$ cat src/include/timer16_pkg.sv
// constants, field layouts and types shared by the 16-bit timer core
package timer16_pkg;
   // avalon byte addresses, one 32-bit word per 8-bit location
   localparam int ADDR_W = 6;
   localparam logic [5:0] OFS_CNT_LO = 6'h00;
   localparam logic [5:0] OFS_CNT_HI = 6'h04;
   localparam logic [5:0] OFS_CAP_LO = 6'h08;
   localparam logic [5:0] OFS_CAP_HI = 6'h0c;
   localparam logic [5:0] OFS_CMPA_LO = 6'h10;
   localparam logic [5:0] OFS_CMPA_HI = 6'h14;
   localparam logic [5:0] OFS_CTRL_A = 6'h18;
   localparam logic [5:0] OFS_CTRL_B = 6'h1c;
   localparam logic [5:0] OFS_FLAGS = 6'h20;
   localparam logic [5:0] OFS_IRQ_EN = 6'h24;
   localparam logic [5:0] OFS_CMP_CTRL = 6'h28;
   // bit positions in flags, irq enable and comparator control registers
   localparam int FLG_OVF = 0;
   localparam int FLG_CAP = 1;
   localparam int CMP_SEL_BIT = 0;
   localparam logic [7:0] REG_RST = 8'h00;
   localparam logic [15:0] CNT_RST = 16'h0000;
   localparam logic [15:0] TOP_8BIT = 16'h00ff;
   localparam logic [15:0] TOP_9BIT = 16'h01ff;
   localparam logic [15:0] TOP_10BIT = 16'h03ff;
   localparam logic [15:0] TOP_MAX = 16'hffff;
   localparam logic [15:0] BOTTOM = 16'h0000;
   // clock source codes
   localparam logic [2:0] CS_STOP = 3'h0;
   localparam logic [2:0] CS_DIV1 = 3'h1;
   localparam logic [2:0] CS_DIV8 = 3'h2;
   localparam logic [2:0] CS_DIV64 = 3'h3;
   localparam logic [2:0] CS_DIV256 = 3'h4;
   localparam logic [2:0] CS_DIV1024 = 3'h5;
   localparam logic [2:0] CS_EXT_FALL = 3'h6;
   localparam logic [2:0] CS_EXT_RISE = 3'h7;
   localparam int PRE_W = 10;
   localparam int TAP_DIV8 = 3;
   localparam int TAP_DIV64 = 6;
   localparam int TAP_DIV256 = 8;
   localparam int FILT_LEN = 4;
   typedef struct packed {
      logic filt_en;
      logic edge_rise;
      logic rsvd;
      logic [1:0] mode_hi;
      logic [2:0] csel;
   } ctrl_b_t;
   typedef enum logic {DIR_UP, DIR_DOWN} dir_t;
endpackage : timer16_pkg

$ cat src/rtl/timer16_core.sv
// 16-bit up/down timer/counter with input capture behind an avalon-mm slave
// How it works
// RULE1 - counter visible as separate upper and lower bytes
// RULE2 - upper byte goes via shared holding byte
// RULE3 - each tick clears, increments or decrements per mode
// RULE4 - three-bit clock select; zero stops the timer
// RULE5 - counter readable and writable while stopped or running
// RULE6 - software counter write beats hardware count or clear
// RULE7 - four-bit mode split across control registers a, b
// RULE8 - overflow flag set per mode, can request interrupt
// RULE9 - bottom and top indications from the counter
// RULE10 - matching capture edge copies counter into capture value
// RULE11 - capture flag set in the copy cycle
// RULE12 - enabled capture flag requests irq, cleared on service
// RULE13 - writing one to capture flag clears it
// RULE14 - capture lower read loads holding byte for upper
// RULE15 - capture value writable only when it defines top
// RULE16 - comparator output selectable as capture trigger
// RULE17 - software clears capture flag after source change
// RULE18 - capture inputs synchronised; filter adds four clocks
// RULE19 - software guards shared holding byte against interrupts
// RULE20 - holding byte keeps written value until overwritten
// RULE21 - one holding byte; compare reads bypass it
// RULE22 - filter output changes after four equal samples
// RULE23 - top is fixed, compare a or capture per mode
// RULE24 - reset zeroes counter, capture, holding byte, flags, clock
//
// Implementation choices: the Avalon-MM slave port and the placing of the registers.
`timescale 1ns/10ps
module timer16_core
   import timer16_pkg::*;
#(
   parameter bit HAS_COMPARATOR = 1'b1
)(
   input wire logic mclk_i,
   input wire logic rst_i,
   input wire logic [ADDR_W-1:0] avs_address_i,
   input wire logic avs_read_i,
   input wire logic avs_write_i,
   input wire logic [31:0] avs_writedata_i,
   input wire logic [3:0] avs_byteenable_i,
   output logic [31:0] avs_readdata_o,
   output logic avs_waitrequest_o,
   input wire logic capture_pin_i,
   input wire logic comparator_output_i,
   input wire logic external_count_pin_i,
   input wire logic capture_irq_ack_i,
   input wire logic overflow_irq_ack_i,
   output logic capture_irq_o,
   output logic overflow_irq_o,
   output logic count_top_o,
   output logic count_bottom_o
);

   function automatic logic icr_is_top(input logic [3:0] m);
      return (m == 4'h8) || (m == 4'ha) || (m == 4'hc) || (m == 4'he);
   endfunction : icr_is_top

   function automatic logic dual_slope(input logic [3:0] m);
      return (m inside {4'h1, 4'h2, 4'h3, 4'h8, 4'h9, 4'ha, 4'hb});
   endfunction : dual_slope

   function automatic logic fast_pwm(input logic [3:0] m);
      return (m inside {4'h5, 4'h6, 4'h7, 4'he, 4'hf});
   endfunction : fast_pwm

   logic ack_ff;
   logic [31:0] rdata_ff;
   logic [7:0] temp_ff;
   logic [15:0] count_value_ff;
   logic [15:0] capture_value_ff;
   logic [15:0] compare_values_ff;
   logic [7:0] control_reg_a_ff;
   logic [7:0] control_reg_b_ff;
   logic [1:0] irq_en_ff;
   logic comparator_capture_select_ff;
   logic capture_flag_ff;
   logic overflow_flag_ff;
   dir_t dir_ff;
   logic [PRE_W-1:0] pre_ff;
   logic ext_s1_ff, ext_s2_ff, ext_d_ff;
   logic pin_s1_ff, pin_s2_ff, cmp_s1_ff, cmp_s2_ff;
   logic [FILT_LEN-2:0] filt_sh_ff;
   logic filt_out_ff;
   logic lvl_d_ff;

   ctrl_b_t ctrl_b;
   logic [3:0] waveform_mode_select;
   logic req, rd_go, wr_go, wr_lo;
   logic [7:0] wbyte;
   logic timer_tick;
   logic [15:0] top;
   logic src, lvl, cap_evt, ovf_evt;

   assign ctrl_b = ctrl_b_t'(control_reg_b_ff);
   assign waveform_mode_select = {ctrl_b.mode_hi, control_reg_a_ff[1:0]}; // RULE7

   // one wait state; read side effects at the first edge, writes at the accept edge
   assign req = avs_read_i || avs_write_i;
   assign avs_waitrequest_o = req && !ack_ff;
   assign rd_go = avs_read_i && !ack_ff;
   assign wr_go = avs_write_i && ack_ff;
   assign wr_lo = wr_go && avs_byteenable_i[0];
   assign wbyte = avs_writedata_i[7:0];
   assign avs_readdata_o = rdata_ff;

   always_ff @(posedge mclk_i)
   begin
      if (rst_i)
         ack_ff <= 1'b0;
      else
         ack_ff <= req && !ack_ff;
   end

   always_ff @(posedge mclk_i)
   begin
      if (rst_i)
         rdata_ff <= 32'h0000_0000;
      else if (rd_go)
      begin
         rdata_ff <= 32'h0000_0000;
         unique case (avs_address_i)
            OFS_CNT_LO: rdata_ff[7:0] <= count_value_ff[7:0]; // RULE1 RULE5
            OFS_CNT_HI, OFS_CAP_HI: rdata_ff[7:0] <= temp_ff; // RULE2 RULE14
            OFS_CAP_LO: rdata_ff[7:0] <= capture_value_ff[7:0];
            OFS_CMPA_LO: rdata_ff[7:0] <= compare_values_ff[7:0];
            OFS_CMPA_HI: rdata_ff[7:0] <= compare_values_ff[15:8]; // RULE21
            OFS_CTRL_A: rdata_ff[7:0] <= control_reg_a_ff;
            OFS_CTRL_B: rdata_ff[7:0] <= control_reg_b_ff;
            OFS_FLAGS:
            begin
               rdata_ff[FLG_OVF] <= overflow_flag_ff;
               rdata_ff[FLG_CAP] <= capture_flag_ff;
            end
            OFS_IRQ_EN: rdata_ff[1:0] <= irq_en_ff;
            OFS_CMP_CTRL: rdata_ff[CMP_SEL_BIT] <= comparator_capture_select_ff;
            default: rdata_ff <= 32'h0000_0000;
         endcase
      end
   end

   // single holding byte for every 16-bit location of this timer
   always_ff @(posedge mclk_i)
   begin
      if (rst_i)
         temp_ff <= REG_RST; // RULE24
      else if (wr_lo && (avs_address_i inside {OFS_CNT_HI, OFS_CAP_HI, OFS_CMPA_HI}))
         temp_ff <= wbyte; // RULE20 RULE21
      else if (rd_go && avs_address_i == OFS_CNT_LO)
         temp_ff <= count_value_ff[15:8]; // RULE2
      else if (rd_go && avs_address_i == OFS_CAP_LO)
         temp_ff <= capture_value_ff[15:8]; // RULE14
   end

   always_ff @(posedge mclk_i)
   begin
      if (rst_i)
      begin
         control_reg_a_ff <= REG_RST;
         control_reg_b_ff <= REG_RST; // RULE24
         irq_en_ff <= 2'h0;
         comparator_capture_select_ff <= 1'b0;
         compare_values_ff <= CNT_RST;
      end
      else if (wr_lo)
      begin
         unique case (avs_address_i)
            OFS_CTRL_A: control_reg_a_ff <= wbyte;
            OFS_CTRL_B: control_reg_b_ff <= wbyte;
            OFS_IRQ_EN: irq_en_ff <= wbyte[1:0];
            OFS_CMP_CTRL: comparator_capture_select_ff <= wbyte[CMP_SEL_BIT] && HAS_COMPARATOR;
            OFS_CMPA_LO: compare_values_ff <= {temp_ff, wbyte};
            default: ;
         endcase
      end
   end

   // clock source selection
   always_ff @(posedge mclk_i)
   begin
      if (rst_i)
         pre_ff <= '0;
      else
         pre_ff <= pre_ff + 1'b1;
   end

   always_ff @(posedge mclk_i)
   begin
      ext_s1_ff <= external_count_pin_i;
      ext_s2_ff <= ext_s1_ff;
      ext_d_ff <= ext_s2_ff;
   end

   always_comb
   begin
      unique case (ctrl_b.csel) // RULE4
         CS_STOP: timer_tick = 1'b0;
         CS_DIV1: timer_tick = 1'b1;
         CS_DIV8: timer_tick = &pre_ff[TAP_DIV8-1:0];
         CS_DIV64: timer_tick = &pre_ff[TAP_DIV64-1:0];
         CS_DIV256: timer_tick = &pre_ff[TAP_DIV256-1:0];
         CS_DIV1024: timer_tick = &pre_ff;
         CS_EXT_FALL: timer_tick = ext_d_ff && !ext_s2_ff;
         CS_EXT_RISE: timer_tick = ext_s2_ff && !ext_d_ff;
      endcase
   end

   always_comb
   begin
      unique case (waveform_mode_select) // RULE23
         4'h1, 4'h5: top = TOP_8BIT;
         4'h2, 4'h6: top = TOP_9BIT;
         4'h3, 4'h7: top = TOP_10BIT;
         4'h4, 4'h9, 4'hb, 4'hf: top = compare_values_ff;
         4'h8, 4'ha, 4'hc, 4'he: top = capture_value_ff;
         default: top = TOP_MAX;
      endcase
   end

   assign count_top_o = (count_value_ff == top); // RULE9
   assign count_bottom_o = (count_value_ff == BOTTOM); // RULE9

   // counter; software write wins over any tick in the same cycle
   always_ff @(posedge mclk_i)
   begin
      if (rst_i)
      begin
         count_value_ff <= CNT_RST; // RULE24
         dir_ff <= DIR_UP;
      end
      else if (wr_lo && avs_address_i == OFS_CNT_LO)
         count_value_ff <= {temp_ff, wbyte}; // RULE2 RULE5 RULE6
      else if (timer_tick)
      begin
         if (!dual_slope(waveform_mode_select))
            count_value_ff <= count_top_o ? BOTTOM : count_value_ff + 16'h0001; // RULE3
         else if (dir_ff == DIR_UP)
         begin
            if (count_value_ff >= top)
            begin
               dir_ff <= DIR_DOWN;
               count_value_ff <= count_value_ff - 16'h0001; // RULE3
            end
            else
               count_value_ff <= count_value_ff + 16'h0001;
         end
         else if (count_bottom_o)
         begin
            dir_ff <= DIR_UP;
            count_value_ff <= count_value_ff + 16'h0001;
         end
         else
            count_value_ff <= count_value_ff - 16'h0001;
      end
   end

   // overflow at bottom for dual slope, at top for fast pwm, else at max
   always_comb
   begin
      if (dual_slope(waveform_mode_select))
         ovf_evt = timer_tick && dir_ff == DIR_DOWN && count_bottom_o;
      else if (fast_pwm(waveform_mode_select))
         ovf_evt = timer_tick && count_top_o;
      else
         ovf_evt = timer_tick && count_value_ff == TOP_MAX;
   end

   // capture trigger path: sync, optional filter, edge detect
   always_ff @(posedge mclk_i)
   begin
      pin_s1_ff <= capture_pin_i; // RULE18
      pin_s2_ff <= pin_s1_ff;
      cmp_s1_ff <= comparator_output_i;
      cmp_s2_ff <= cmp_s1_ff;
   end

   assign src = (HAS_COMPARATOR && comparator_capture_select_ff) ? cmp_s2_ff : pin_s2_ff; // RULE16

   always_ff @(posedge mclk_i)
   begin
      if (rst_i)
      begin
         filt_sh_ff <= '0;
         filt_out_ff <= 1'b0;
      end
      else
      begin
         filt_sh_ff <= {filt_sh_ff[FILT_LEN-3:0], src};
         // the live sample is the fourth, so the filter costs exactly four clocks
         if (&{filt_sh_ff, src})
            filt_out_ff <= 1'b1; // RULE22
         else if (~|{filt_sh_ff, src})
            filt_out_ff <= 1'b0; // RULE22
      end
   end

   assign lvl = ctrl_b.filt_en ? filt_out_ff : src; // RULE18

   // follows the level through reset too, so a pin idling high gives no false edge
   always_ff @(posedge mclk_i)
   begin
      lvl_d_ff <= lvl;
   end

   assign cap_evt = (ctrl_b.edge_rise ? (lvl && !lvl_d_ff) : (!lvl && lvl_d_ff))
                    && !icr_is_top(waveform_mode_select); // RULE10

   always_ff @(posedge mclk_i)
   begin
      if (rst_i)
         capture_value_ff <= CNT_RST; // RULE24
      else if (cap_evt)
         capture_value_ff <= count_value_ff; // RULE10
      else if (wr_lo && avs_address_i == OFS_CAP_LO && icr_is_top(waveform_mode_select))
         capture_value_ff <= {temp_ff, wbyte}; // RULE15
   end

   // flags: a hardware set in the clearing cycle wins
   always_ff @(posedge mclk_i)
   begin
      if (rst_i)
         capture_flag_ff <= 1'b0;
      else if (cap_evt)
         capture_flag_ff <= 1'b1; // RULE11
      else if (capture_irq_ack_i || (wr_lo && avs_address_i == OFS_FLAGS && wbyte[FLG_CAP]))
         capture_flag_ff <= 1'b0; // RULE12 RULE13 RULE17
   end

   always_ff @(posedge mclk_i)
   begin
      if (rst_i)
         overflow_flag_ff <= 1'b0;
      else if (ovf_evt)
         overflow_flag_ff <= 1'b1; // RULE8
      else if (overflow_irq_ack_i || (wr_lo && avs_address_i == OFS_FLAGS && wbyte[FLG_OVF]))
         overflow_flag_ff <= 1'b0;
   end

   assign capture_irq_o = capture_flag_ff && irq_en_ff[FLG_CAP]; // RULE12
   assign overflow_irq_o = overflow_flag_ff && irq_en_ff[FLG_OVF]; // RULE8
endmodule : timer16_core

$ cat config.mk
export PLATFORM = sky130hd
export DESIGN_NAME = timer16_core
export DESIGN_NICKNAME = d
export VERILOG_FILES = /design/src/include/timer16_pkg.sv /design/src/rtl/timer16_core.sv
export SDC_FILE = /design/constraint.sdc
export NUM_CORES = 1
export LEC_CHECK = 0
export BUFFER_PORTS_ARGS = -buffer_cell sky130_fd_sc_hd__buf_2
export CAP_MARGIN = 20
export CORE_ASPECT_RATIO = 0.5
export CORE_MARGIN = 5
export CORE_UTILIZATION = 35
export DETAILED_ROUTE_END_ITERATION = 8
export PLACE_DENSITY = 0.59
export SYNTH_ARGS = -nofsm -noshare
export SYNTH_HDL_FRONTEND = slang
export SYNTH_SLANG_ARGS = --single-unit
$ cat constraint.sdc
create_clock -name mclk_i -period 3.5 [get_ports mclk_i]
set_clock_uncertainty 0.2 [all_clocks]
set_input_delay 0.35 -clock mclk_i [delete_from_list [all_inputs] [get_ports mclk_i]]
set_output_delay 0.35 -clock mclk_i [all_outputs]
set_load 0.02 [all_outputs]
## Word level (Yosys, flattened, before mapping)

Index checks and enable logic that the tools add are counted.

| operators by class | value |
|---|---|
| add/sub/neg operators | 3 |
| multipliers | 0 |
| divide/modulo/power cells | 0 |
| magnitude comparators | 1 |
| equal/unequal tests | 34 |
| shift-type cells | 0 |
| muxes and demuxes | 31 |
| bitwise logic cells | 1 |
| reductions and logical operators | 65 |

Operator list:

| cell | count |
|---|---|
| 2-to-1 mux 16 bit | 9 |
| case mux 16 bit (5 select lines) | 1 |
| case mux 6 bit (7 select lines) | 1 |
| equality test 4 bit, second input constant | 7 |
| equality test 6 x 5 -> 1 bit, second input constant | 4 |
| logical AND 1 bit | 24 |
| 2-to-1 mux 8 bit | 3 |
| equality test 6 bit, second input constant | 3 |
| adder 16 x 1 -> 16 bit, second input constant | 1 |
| equality test 16 bit | 1 |
| equality test 16 bit, second input constant | 1 |
| equality test 4 x 3 -> 1 bit, second input constant | 4 |
| >= comparator 16 bit | 1 |
| zero test 16 bit | 1 |
| subtractor 16 x 1 -> 16 bit, second input constant | 1 |
| 2-to-1 mux 1 bit | 14 |
| equality test 3 bit, second input constant | 4 |
| equality test 6 x 4 -> 1 bit, second input constant | 2 |
| OR reduction 4 bit | 3 |
| adder 10 x 1 -> 10 bit, second input constant | 1 |
| case mux 1 bit (10 select lines) | 1 |
| AND reduction 10 bit | 1 |
| AND reduction 2 bit | 5 |
| case mux 1 bit (9 select lines) | 1 |
| 21 further kinds | 41 |

| word-level totals | value |
|---|---|
| register bits | 109 |
| latch bits | 0 |
| memory bits (writable) | 0 |
| memory bits (read-only) | 0 |
| output and inout bits | 37 |
| logic and storage cells | 159 |
| memories | 0 |

## Depth between registers and ports, before layout

Gate-level depths: netlist of run 1.

| depth | value |
|---|---|
| word-level depth | 9 |
| depth in mapped cells | 19 |
| depth with buffers taken out | 15 |

## Least setup slack after synthesis of run 1

OpenSTA, ideal clock, no wires.

| timing path | value |
|---|---|
| path kind | register to register |
| start | reg control_reg_b_ff[3] |
| end | reg count_value_ff[6] |
| arrival | 3.482 ns |
| slack | -0.302 ns |
| cell stages (with the launch flop) | 19 |
| path buffers | 4 |
| clock period less this slack | 3.802 ns |
| cell sequence | dfxtp_1 > clkbuf_1 > nor2b_1 > and2_0 > clkbuf_1 > a21oi_1 > o211a_1 > ha_1 > nand4_1 > nor3_1 > nand3_1 > inv_1 > or3_1 > clkbuf_1 > nor2b_1 > clkbuf_1 > a22oi_1 > a21oi_1 > a211o_1 |

| between the ends | value |
|---|---|
| elaborated cells on any way between the ends | 29 |
| those cells by class | 1 x order compare; 15 x eq/ne; 7 x mux; 6 x reduce/logical |

RTL lines:

| item | RTL line | source |
|---|---|---|
| start, declared | timer16_core.sv:74 | `logic [7:0] control_reg_b_ff;` |
| start signal, assigned | timer16_core.sv:169 | `OFS_CTRL_B: control_reg_b_ff <= wbyte;` |
| equality test 4 bit, or another cell as far along | timer16_core.sv:210 | `unique case (waveform_mode_select)` |
| OR reduction 4 bit / OR reduction 2 bit (equally long branches) | timer16_core.sv:210 |  |
| case mux 16 bit (5 select lines) (*) | timer16_core.sv:210 |  |
| equality test 16 bit (*) | timer16_core.sv:220 | `assign count_top_o = (count_value_ff == top);` |
| via count_top_o | timer16_core.sv:51 | `output logic count_top_o,` |
| 2-to-1 mux 16 bit (*) | timer16_core.sv:236 | `count_value_ff <= count_top_o ? BOTTOM : count_value_ff + 16'h0001;` |
| 2-to-1 mux 16 bit (*) | timer16_core.sv:235 | `if (!dual_slope(waveform_mode_select))` |
| 2-to-1 mux 16 bit (*) | timer16_core.sv:233 | `else if (timer_tick)` |
| 2-to-1 mux 16 bit (*) | timer16_core.sv:231 | `else if (wr_lo && avs_address_i == OFS_CNT_LO)` |
| end signal, assigned | timer16_core.sv:232 | `count_value_ff <= {temp_ff, wbyte};` |
| end signal, assigned | timer16_core.sv:236 |  |
| end signal, assigned | timer16_core.sv:242 | `count_value_ff <= count_value_ff - 16'h0001;` |
| end, declared | timer16_core.sv:70 | `logic [15:0] count_value_ff;` |

Mark *: on every way through the listed nets, which the timed path passes. The rest lies on a longest branch. The select of a mux whose other input is x is not followed.
A chain may end at the register's enable or synchronous reset.

## Worst setup path in the final report of run 1

| timing path | value |
|---|---|
| start | reg control_reg_a_ff[1] |
| end | reg count_value_ff[13] |

| between the ends | value |
|---|---|
| word-level cells in the longest chain between the ends | 9 |
| elaborated cells on any way between the ends | 29 |
| those cells by class | 1 x order compare; 15 x eq/ne; 7 x mux; 6 x reduce/logical |

Ends and longest elaborated chain:

| item | RTL line | source |
|---|---|---|
| start, declared | timer16_core.sv:73 | `logic [7:0] control_reg_a_ff;` |
| start signal, assigned | timer16_core.sv:168 | `OFS_CTRL_A: control_reg_a_ff <= wbyte;` |
| equality test 4 bit, or another cell as far along | timer16_core.sv:60, timer16_core.sv:210 |  |
| OR reduction 4 bit / OR reduction 2 bit (equally long branches) | timer16_core.sv:210 |  |
| case mux 16 bit (5 select lines) | timer16_core.sv:210 |  |
| >= comparator 16 bit | timer16_core.sv:239 | `if (count_value_ff >= top)` |
| 2-to-1 mux 16 bit | timer16_core.sv:239 |  |
| 2-to-1 mux 16 bit | timer16_core.sv:237 | `else if (dir_ff == DIR_UP)` |
| 2-to-1 mux 16 bit (*) | timer16_core.sv:235 |  |
| 2-to-1 mux 16 bit (*) | timer16_core.sv:233 |  |
| 2-to-1 mux 16 bit (*) | timer16_core.sv:231 |  |

Mark *: on every way between the ends. The rest lies on a longest branch, timed or not. The select of a mux whose other input is x is not followed.

==> impl_metrics.env, run 1 <==
export IMPL_core_rowCount=35
export IMPL_syn_area_mm2=0.00646
export IMPL_r2r_start="control_reg_a_ff[1]$_SDFFE_PP0P_"
export IMPL_yosysSeqAreaShare_pct=33.8
export IMPL_cts_tree="done"
export IMPL_ant_nets=0
export IMPL_fmax_mhz=300
export IMPL_worstSkewPairLatency_ns=0.36
export IMPL_tightest_slew_ns=0.737
export IMPL_critPathArrivalTime_ns=3.39
export IMPL_hold_path_class="in -> reg"
export IMPL_rsz0062_at_grt="yes"
export IMPL_yosys_warnings=0
export IMPL_core_area_mm2=0.0183
export IMPL_fin_nets=931
export IMPL_die_x_um=202
export IMPL_fin_util_pct=40.9
export IMPL_final_layout_size_suffix_gt1_share_pct=16.8
export IMPL_setup_viol=0
export IMPL_cts_sinks=109
export IMPL_grt_pass1_vias=5760
export IMPL_status="finished, final reports clean"
export IMPL_io_buffers=36
export IMPL_synth_flop_cell="dfxtp_1"
export IMPL_worst_ir_drop_vdd_mv=0.235
export IMPL_hold_viol=0
export IMPL_maxSlewHeadroom_pct=50.7
export IMPL_place_congestion=0.966
export IMPL_ys_async_sr_fraction_pct=0
export IMPL_drv_slew=0
export IMPL_setup_ws_ns=0.163
export IMPL_synth_top_area_cell="dfxtp_1"
export IMPL_clk_pin_slew_worst_paths_ns=0.08
export IMPL_drv_cap=0
export IMPL_required_ns=3.55
export IMPL_initial_core_util_pct=35.4
export IMPL_antenna_found_initial=0
export IMPL_synth_area_per_cell_um2=7.95
export IMPL_multi_input_area_mm2=0.00400
export IMPL_n_antenna_cell=0
export IMPL_preCtsSetupSlack_ns=0.0164
export IMPL_vias_per_cell=5.65
export IMPL_area_delta_synth_final_pct=15.7
export IMPL_grt_max_degree=60
export IMPL_die_height_um=106
export IMPL_htree_levels=3
export IMPL_synth_edf_count=0
export IMPL_dr_pass1_iters=6
export IMPL_drc=0
export IMPL_routed_wl_um=21300
export IMPL_wl_per_cell_um=19.3
export IMPL_p_leak_uw=0.00297
export IMPL_powerDensity_mw_per_mm2=340
export IMPL_hp_start="avs_write_i"
export IMPL_cts_buffers_inserted=9
export IMPL_crit_start="control_reg_a_ff[1]$_SDFFE_PP0P_"
export IMPL_ff_latch_area_mm2=0.00219
export IMPL_cp_max_fo=8
export IMPL_vias=6239
export IMPL_track_usage_pct=19.4
export IMPL_ios=88
export IMPL_root_buffer="clkbuf_16"
export IMPL_drt_iter0_drc=629
export IMPL_grt_overflow=0
export IMPL_die_area_mm2=0.0214
export IMPL_yosysTopAreaCellShare_pct=33.8
export IMPL_period_minus_slack_ns=3.34
export IMPL_cts_path_max_buffers=2
export IMPL_synth_seq_cells=109
export IMPL_period_share_pct=95.3
export IMPL_netlist_top_cells_area="dfxtp_1 (34%), a21oi_1 (5.8%), mux2i_1 (5.4%), nor2_1 (5.2%), nand2_1 (4.9%)"
export IMPL_critPathCaptureType="flip-flop"
export IMPL_grt_pass1_wl_um=33100
export IMPL_fillers=1847
export IMPL_synth_cell_types=70
export IMPL_fin_setup_tns_ns=0
export IMPL_cp_start_kind="flip-flop"
export IMPL_hpwl_um=15600
export IMPL_worstSetupPathType="reg -> reg"
export IMPL_synthCells=813
what timing repair did:
item	CTS	global route
setup buffers	0	3
pin swaps	0	9
gates resized for setup	1	25
endpoints found under the setup margin	1	15
hold endpoints to repair	3	0
hold buffers	3	0
stage by stage:
| step | power, uW | cell area, um^2 | std cells | hold slack [ns] |
|---|---|---|---|---|
| 2_1_floorplan | 1450 | 6560 | 836 | 0.110 |
| 3_3_place_gp | 1500 | 7000 | 1082 | 0.113 |
| 3_5_place_dp | 1510 | 7000 | 1082 | 0.112 |
| 4_1_cts | 2560 | 7350 | 1101 | 0.0841 |
| 5_1_grt | 2630 | 7470 | 1104 | 0.0997 |
| 6_report | 2540 | 7470 | 1104 | 0.0896 |
kinds of logic after synthesis:
kind of cell    after synthesis  synth area share (%)
xor+xnor                     13                  1.76
mux                          44                  6.99
buf+inv                      97                  7.42
flops                       109                  33.8
other cells                   1                0.0581
compound gates              231                  24.3
simple gates                297                  21.6
fa+ha+maj                    21                  4.07
cell usage after synthesis (10+ instances only):
library cell,number
a221oi_1,10
nor2b_1,15
nor2_1,90
inv_1,17
ha_1,21
o21ai_0,28
a31oi_1,10
and3_1,14
a211oi_1,20
o22ai_1,16
clkbuf_1,50
a21oi_1,75
a22oi_1,11
nand3_1,31
mux2i_1,35
dfxtp_1,109
nand2_1,84
a222oi_1,12
nor3_1,19
buf_4,24
power by group:
part	switching (uW)	internal, uW
registers	21.9	1270
clock network	548	510
logic	137	56.1
metal layers:
layer / part of all wire [%] / global-route usage (%)
met1: 48 / 28.7
met2: 43 / 29.6
met4: 1.8 / 4.50
met3: 7.6 / 2.99
met5: 0 / 0
registers in the layout, summed over array words and instances, names as in the netlist, 2 cells and up:
signal / flops
pre_ff: 10
irq_en_ff: 2
compare_values_ff: 16
control_reg_b_ff: 8
count_value_ff: 16
avs_readdata_o: 8
filt_sh_ff: 3
control_reg_a_ff: 8
temp_ff: 8
capture_value_ff: 16
worst paths after layout:
| check | end | slack, ns | cells after the start |
|---|---|---|---|
| min reg2reg | cmp_s2_ff$_DFF_P_ | 0.13 | 0 |
| max reg2reg | count_value_ff[13]$_SDFFE_PP0P_ | 0.16 | 13 |
| max | count_value_ff[13]$_SDFFE_PP0P_ | 0.16 | 13 |
| min | ack_ff$_SDFF_PP0_ | 0.09 | 3 |
worst max-delay path: stages (launching register included):
cell,delay (ns)
dfxtp_2,0.35
buf_6,0.14
nor3_4,0.18
a21o_1,0.22
nand2_1,0.10
o211a_1,0.16
ha_4,0.28
nand4_1,0.16
nor3_4,0.29
a211oi_2,0.13
buf_4,0.16
a211o_1,0.32
o32a_1,0.19
a311o_1,0.35
cell usage in the layout (no fill, tap or decap), types with 16 or more instances in the layout:
cell / n
a211oi_1: 20
a21oi_1: 75
buf_2: 36
buf_4: 51
conb_1: 24
dfxtp_1: 106
ha_1: 19
inv_1: 16
mux2i_1: 34
nand2_1: 84
nand3_1: 30
nor2_1: 90
nor3_1: 16
o21ai_0: 25
area by class of cell:
| type | instances | share of cell area [%] |
|---|---|---|
| multi-input combinational | 630 | 53.5 |
| clock buffer | 9 | 3.01 |
| tap | 240 | 4.02 |
| inverter | 17 | 0.854 |
| clock inverter | 7 | 1.12 |
| timing repair buffer | 92 | 8.24 |
| sequential | 109 | 29.3 |
(Power assumes the default switching activity.)
==> inputs of run 2 (changes only) <==
- BUFFER_PORTS_ARGS: -buffer_cell sky130_fd_sc_hd__buf_2 -> unset
- DONT_BUFFER_PORTS: unset -> 1
- PLACE_DENSITY: 0.59 -> 0.55
==> impl_metrics.env, run 2 (synthesis results as in run 1) <==
export IMPL_core_area_mm2=0.0183
export IMPL_power_internal_uw=1830
export IMPL_powerDensity_mw_per_mm2=329
export IMPL_wl_per_cell_um=20.1
export IMPL_die_area_mm2=0.0214
export IMPL_cp_start_kind="flip-flop"
export IMPL_ant_nets=0
export IMPL_met2_length_um=9370
export IMPL_hpwl_um=15500
export IMPL_worst_ir_drop_vdd_mv=0.266
export IMPL_routed_wl_um=22000
export IMPL_tightest_slew_ns=0.680
export IMPL_antenna_found_initial=0
export IMPL_rrSetupSlack_ns=0.16
export IMPL_hold_viol=0
export IMPL_io_buffers=0
export IMPL_required_ns=3.54
export IMPL_area_delta_synth_final_pct=17.9
export IMPL_p_leak_uw=0.00297
export IMPL_drv_cap=0
export IMPL_fillers=1813
export IMPL_grt_pass1_wl_um=33500
export IMPL_power_switching_uw=674
export IMPL_cp_max_fo=6
export IMPL_critPathArrivalTime_ns=3.38
export IMPL_grt_max_degree=83
export IMPL_drc=0
export IMPL_initial_core_util_pct=35.4
export IMPL_reg_top3="capture_value_ff: 16 flops, compare_values_ff: 16 flops, count_value_ff: 16 flops"
export IMPL_holdWs_ns=0.000848
export IMPL_critPathCaptureType="flip-flop"
export IMPL_grt_pass1_vias=5731
export IMPL_period_share_pct=95.4
export IMPL_seqPwrFrac_pct=51.8
export IMPL_setup_viol=0
export IMPL_layout_common_cells="dfxtp_1 (105), nor2_1 (89), nand2_1 (83), a21oi_1 (73), buf_4 (61)"
export IMPL_drv_slew=0
export IMPL_highest_layer="met4"
export IMPL_power_frac_comb_pct=6.6
export IMPL_setup_ws_ns=0.159
export IMPL_vias_per_cell=5.78
export IMPL_clk_pin_slew_worst_paths_ns=0.08
export IMPL_htree_levels=3
export IMPL_finalPower_uw=2510
export IMPL_core_rowCount=35
export IMPL_grt_overflow=0
export IMPL_final_area_mm2=0.00762
export IMPL_placed_cell_area_mm2=0.00687
export IMPL_track_usage_pct=19.7
export IMPL_dr_pass1_iters=7
export IMPL_ios=88
export IMPL_clkPwrFrac_pct=41.6
export IMPL_fin_nets=920
export IMPL_cts_path_max_buffers=2
export IMPL_cts_buffers_inserted=9
export IMPL_root_buffer="clkbuf_16"
export IMPL_drt_iter0_drc=597
export IMPL_worstSetupPathType="reg -> reg"
export IMPL_n_antenna_cell=0
export IMPL_wl_met3_um=1920
export IMPL_cts_sinks=109
export IMPL_vias=6319
export IMPL_hold_path_class="in -> reg"
export IMPL_final_layout_size_suffix_gt1_share_pct=15.6
export IMPL_cts_tree="done"
export IMPL_fin_util_pct=41.7
export IMPL_wl_met1_um=10200
export IMPL_die_height_um=106
export IMPL_preCtsSetupSlack_ns=-0.0273
export IMPL_worstSkewPairLatency_ns=0.35
export IMPL_fmax_mhz=299
export IMPL_final_common_cell="dfxtp_1"
export IMPL_maxSlewHeadroom_pct=54.3
export IMPL_status="finished, final reports clean"
export IMPL_period_minus_slack_ns=3.34
export IMPL_die_x_um=202
export IMPL_place_congestion=0.866
export IMPL_switching_share_pct=26.9
## run 2: cell types whose count changed in the layout (fill, tap and decap cells not counted), moves of 2 or more
cell,change
clkinv_8,-2
a21oi_1,-2
dfxtp_2,+2
buf_2,-36
inv_8,+2
dlygate4sd3_1,+13
buf_4,+10
## run 2: area by class of cell
| type | count | area [um^2] | area share [%] |
|---|---|---|---|
| clock buffer | 9 | 225 | 2.96 |
| clock inverter | 7 | 73.8 | 0.969 |
| inverter | 17 | 63.8 | 0.838 |
| multi-input combinational | 630 | 4090 | 53.7 |
| sequential | 109 | 2190 | 28.7 |
| tap | 240 | 300 | 3.94 |
| timing repair buffer | 81 | 679 | 8.92 |
## run 2: metal layers
metal / vias to the layer above / GRT usage [%]
li1: 2996 / -
met1: 3027 / 28.6
met2: 268 / 29.1
met3: 28 / 4.97
met4: 0 / 5.18
met5: - / 0
## run 2: metrics by stage
step / setup TNS, ns / cells
finish: 0 / 1093
floorplan: 0 / 836
global placement: 0 / 1052
global route: -0.0135 / 1093
detailed placement: -0.0583 / 1052
CTS: 0 / 1087
## run 2: power by group through the flow
stage                     registers (uW)  logic (uW)  clock network [uW]
final                               1300         165                1040
after floorplan                     1320         135                   0
after detailed placement            1330         115                   0
after global routing                1300         178                1110
after global placement              1330         114                   0
after CTS                           1300         161                1060
## run 2: timing repair
item                       in CTS  in global routing
hold endpoints to repair       86                  0
resized for setup               4                 39
setup endpoints to repair       7                 16
buffers inserted                2                  6
hold buffers                   17                  0
pin swaps                       2                 18
## run 2: critical path: stages (launching register included)
cell and delay [ns]:
dfxtp_2 0.32, nor2b_4 0.13, nand2b_4 0.16, o21a_4 0.25, o22ai_4 0.14, ha_4 0.23, a21o_1 0.15, a221o_1 0.41
a211oi_4 0.35, buf_6 0.16, a21oi_4 0.07, nor2b_1 0.17, buf_4 0.18, a32oi_1 0.21, o211ai_1 0.10
## run 2: final timing paths
| kind | startpoint | cells after the start | end |
|---|---|---|---|
| min | rst_i | 2 | count_value_ff[4]$_SDFFE_PP0P_ |
| max reg2reg | control_reg_b_ff[3]$_SDFFE_PP0P_ | 14 | count_value_ff[3]$_SDFFE_PP0P_ |
| min reg2reg | cmp_s1_ff$_DFF_P_ | 0 | cmp_s2_ff$_DFF_P_ |
| max | control_reg_b_ff[3]$_SDFFE_PP0P_ | 14 | count_value_ff[3]$_SDFFE_PP0P_ |
==> inputs of run 3 (changes only) <==
- MAX_ROUTING_LAYER: unset -> met4
- PLACE_DENSITY: 0.55 -> unset
==> impl_metrics.env, run 3 (synthesis results as in run 1) <==
export IMPL_critPathArrivalTime_ns=3.45
export IMPL_cp_cell_sequence="nor2b_4 > nand2b_4 > buf_4 > o22ai_1 > a21oi_2 > ha_1 > nand2b_1 > a221o_1 > a211oi_2 > buf_4 > a21oi_2 > nor2b_2 > a32o_1 > a211o_1"
export IMPL_dr_pass1_iters=8
export IMPL_cts_tree="done"
export IMPL_drv_slew=0
export IMPL_fin_setup_tns_ns=0
export IMPL_tightest_slew_ns=0.596
export IMPL_cpLargestDelayFamily="compound AO/OA/AOI/OAI gates"
export IMPL_ios=88
export IMPL_critPathMaxStageDelay_ns=0.37
export IMPL_layout_common_cells="dfxtp_1 (107), nor2_1 (90), nand2_1 (83), a21oi_1 (74), buf_4 (62)"
export IMPL_final_common_cell="dfxtp_1"
export IMPL_hold_viol=0
export IMPL_cp_max_fo=3
export IMPL_antenna_found_initial=1
export IMPL_cp_start_kind="flip-flop"
export IMPL_drt_iter0_drc=626
export IMPL_cts_buffers_inserted=9
export IMPL_met2_usage_pct=29.4
export IMPL_wl_per_cell_um=19.4
export IMPL_hold_path_class="in -> reg"
export IMPL_grt_pass1_vias=5824
export IMPL_grt_pass1_wl_um=33300
export IMPL_initial_core_util_pct=35.4
export IMPL_htree_levels=3
export IMPL_vias=6417
export IMPL_final_area_mm2=0.00777
export IMPL_track_usage_pct=20.1
export IMPL_worstSetupPathType="reg -> reg"
export IMPL_placed_cell_area_mm2=0.00691
export IMPL_vias_per_cell=5.72
export IMPL_hpwl_um=15100
export IMPL_rsz0062_at_grt="yes"
export IMPL_maxSlewHeadroom_pct=60.2
export IMPL_powerDensity_mw_per_mm2=324
export IMPL_setup_viol=0
export IMPL_io_buffers=0
export IMPL_fmax_mhz=293
export IMPL_drc=0
export IMPL_grt_overflow=0
export IMPL_slowest_stage="a221o_1"
export IMPL_p_leak_uw=0.00315
export IMPL_preCtsSetupSlack_ns=0.0119
export IMPL_final_layout_size_suffix_gt1_share_pct=13.3
export IMPL_core_area_mm2=0.0183
export IMPL_area_delta_synth_final_pct=20.3
export IMPL_root_buffer="clkbuf_16"
export IMPL_status="finished, final reports clean"
export IMPL_grt_use_met1_pct=27.9
export IMPL_crit_buf_inv=2
export IMPL_grt_max_degree=55
export IMPL_drv_cap=0
export IMPL_fin_nets=947
export IMPL_critPathCaptureType="flip-flop"
export IMPL_holdWs_ns=0.00910
export IMPL_core_rowCount=35
export IMPL_die_height_um=106
export IMPL_cts_sinks=109
export IMPL_die_x_um=202
export IMPL_routed_wl_um=21800
export IMPL_die_area_mm2=0.0214
export IMPL_grt_util_met3_pct=4.02
export IMPL_clk_pin_slew_worst_paths_ns=0.08
export IMPL_ant_nets=0
export IMPL_period_share_pct=97.4
export IMPL_place_congestion=0.920
export IMPL_cts_path_max_buffers=2
export IMPL_worstSkewPairLatency_ns=0.36
export IMPL_grt_busiest_layer="met2"
export IMPL_fillers=1801
export IMPL_required_ns=3.54
export IMPL_setup_ws_ns=0.0903
export IMPL_reg_top3="capture_value_ff: 16 flops, compare_values_ff: 16 flops, count_value_ff: 16 flops"
export IMPL_worst_ir_drop_vdd_mv=0.227
export IMPL_period_minus_slack_ns=3.41
export IMPL_fin_util_pct=42.5
[run 3: cell types whose count changed in the layout (fill, tap and decap cells not counted), sizes merged]
cell and change:
diode +1, buf -2, dlygate4sd3 +29
[run 3: layer usage]
metal  share of wire [%]  vias up
li1                    -     3052
met1                  46     3055
met3                 8.4       33
met2                  43      277
met4                 3.1        0
met5                   0        -
[run 3: path summary, 6_finish.rpt]
path,startpoint,end,slack [ns],cells past startpoint
worst max-delay path,control_reg_b_ff[3]$_SDFFE_PP0P_,count_value_ff[6]$_SDFFE_PP0P_,0.09,14
worst min-delay path,avs_writedata_i[7],count_value_ff[7]$_SDFFE_PP0P_,0.009,2
worst max register to register,control_reg_b_ff[3]$_SDFFE_PP0P_,count_value_ff[6]$_SDFFE_PP0P_,0.09,14
worst min register to register,cmp_s1_ff$_DFF_P_,cmp_s2_ff$_DFF_P_,0.13,0
[run 3: layout make-up]
cell class	count	area, um^2	area share, %
inverters	17	63.8	0.821
clock inverters	7	78.8	1.01
diodes	1	2.50	0.0322
clock buffers	9	225	2.90
flip-flops and latches	109	2180	28.1
well taps	240	300	3.87
multi-input cells	630	3970	51.1
repair buffers	108	943	12.1
[run 3: repair_timing]
action / 4_1_cts / 5_1_grt
hold buffers: 46 / 0
pin swaps: 0 / 10
buffers inserted: 0 / 1
endpoints found under the setup margin: 2 / 15
gates cloned: 0 / 0
resized for setup: 1 / 18
endpoints found under the hold margin: 88 / 0
[run 3: worst reg2reg max path: stages, from the launching register on]
cell	delay, ns
dfxtp_1	0.34
nor2b_4	0.17
nand2b_4	0.15
buf_4	0.11
o22ai_1	0.07
a21oi_2	0.22
ha_1	0.29
nand2b_1	0.15
a221o_1	0.37
a211oi_2	0.27
buf_4	0.17
a21oi_2	0.08
nor2b_2	0.19
a32o_1	0.26
a211o_1	0.25
[run 3: per-stage QoR]
step / instances / total power (uW)
floorplan: 836 / 1450
global placement: 1057 / 1440
detailed placement: 1057 / 1440
CTS: 1119 / 2540
global route: 1121 / 2590
finish: 1121 / 2520
[run 3: report_power, final]
part           total, uW  switching, uW  internal [uW]
Combinational        164            102           61.7
Sequential          1300           30.8           1270
Clock               1060            545            511
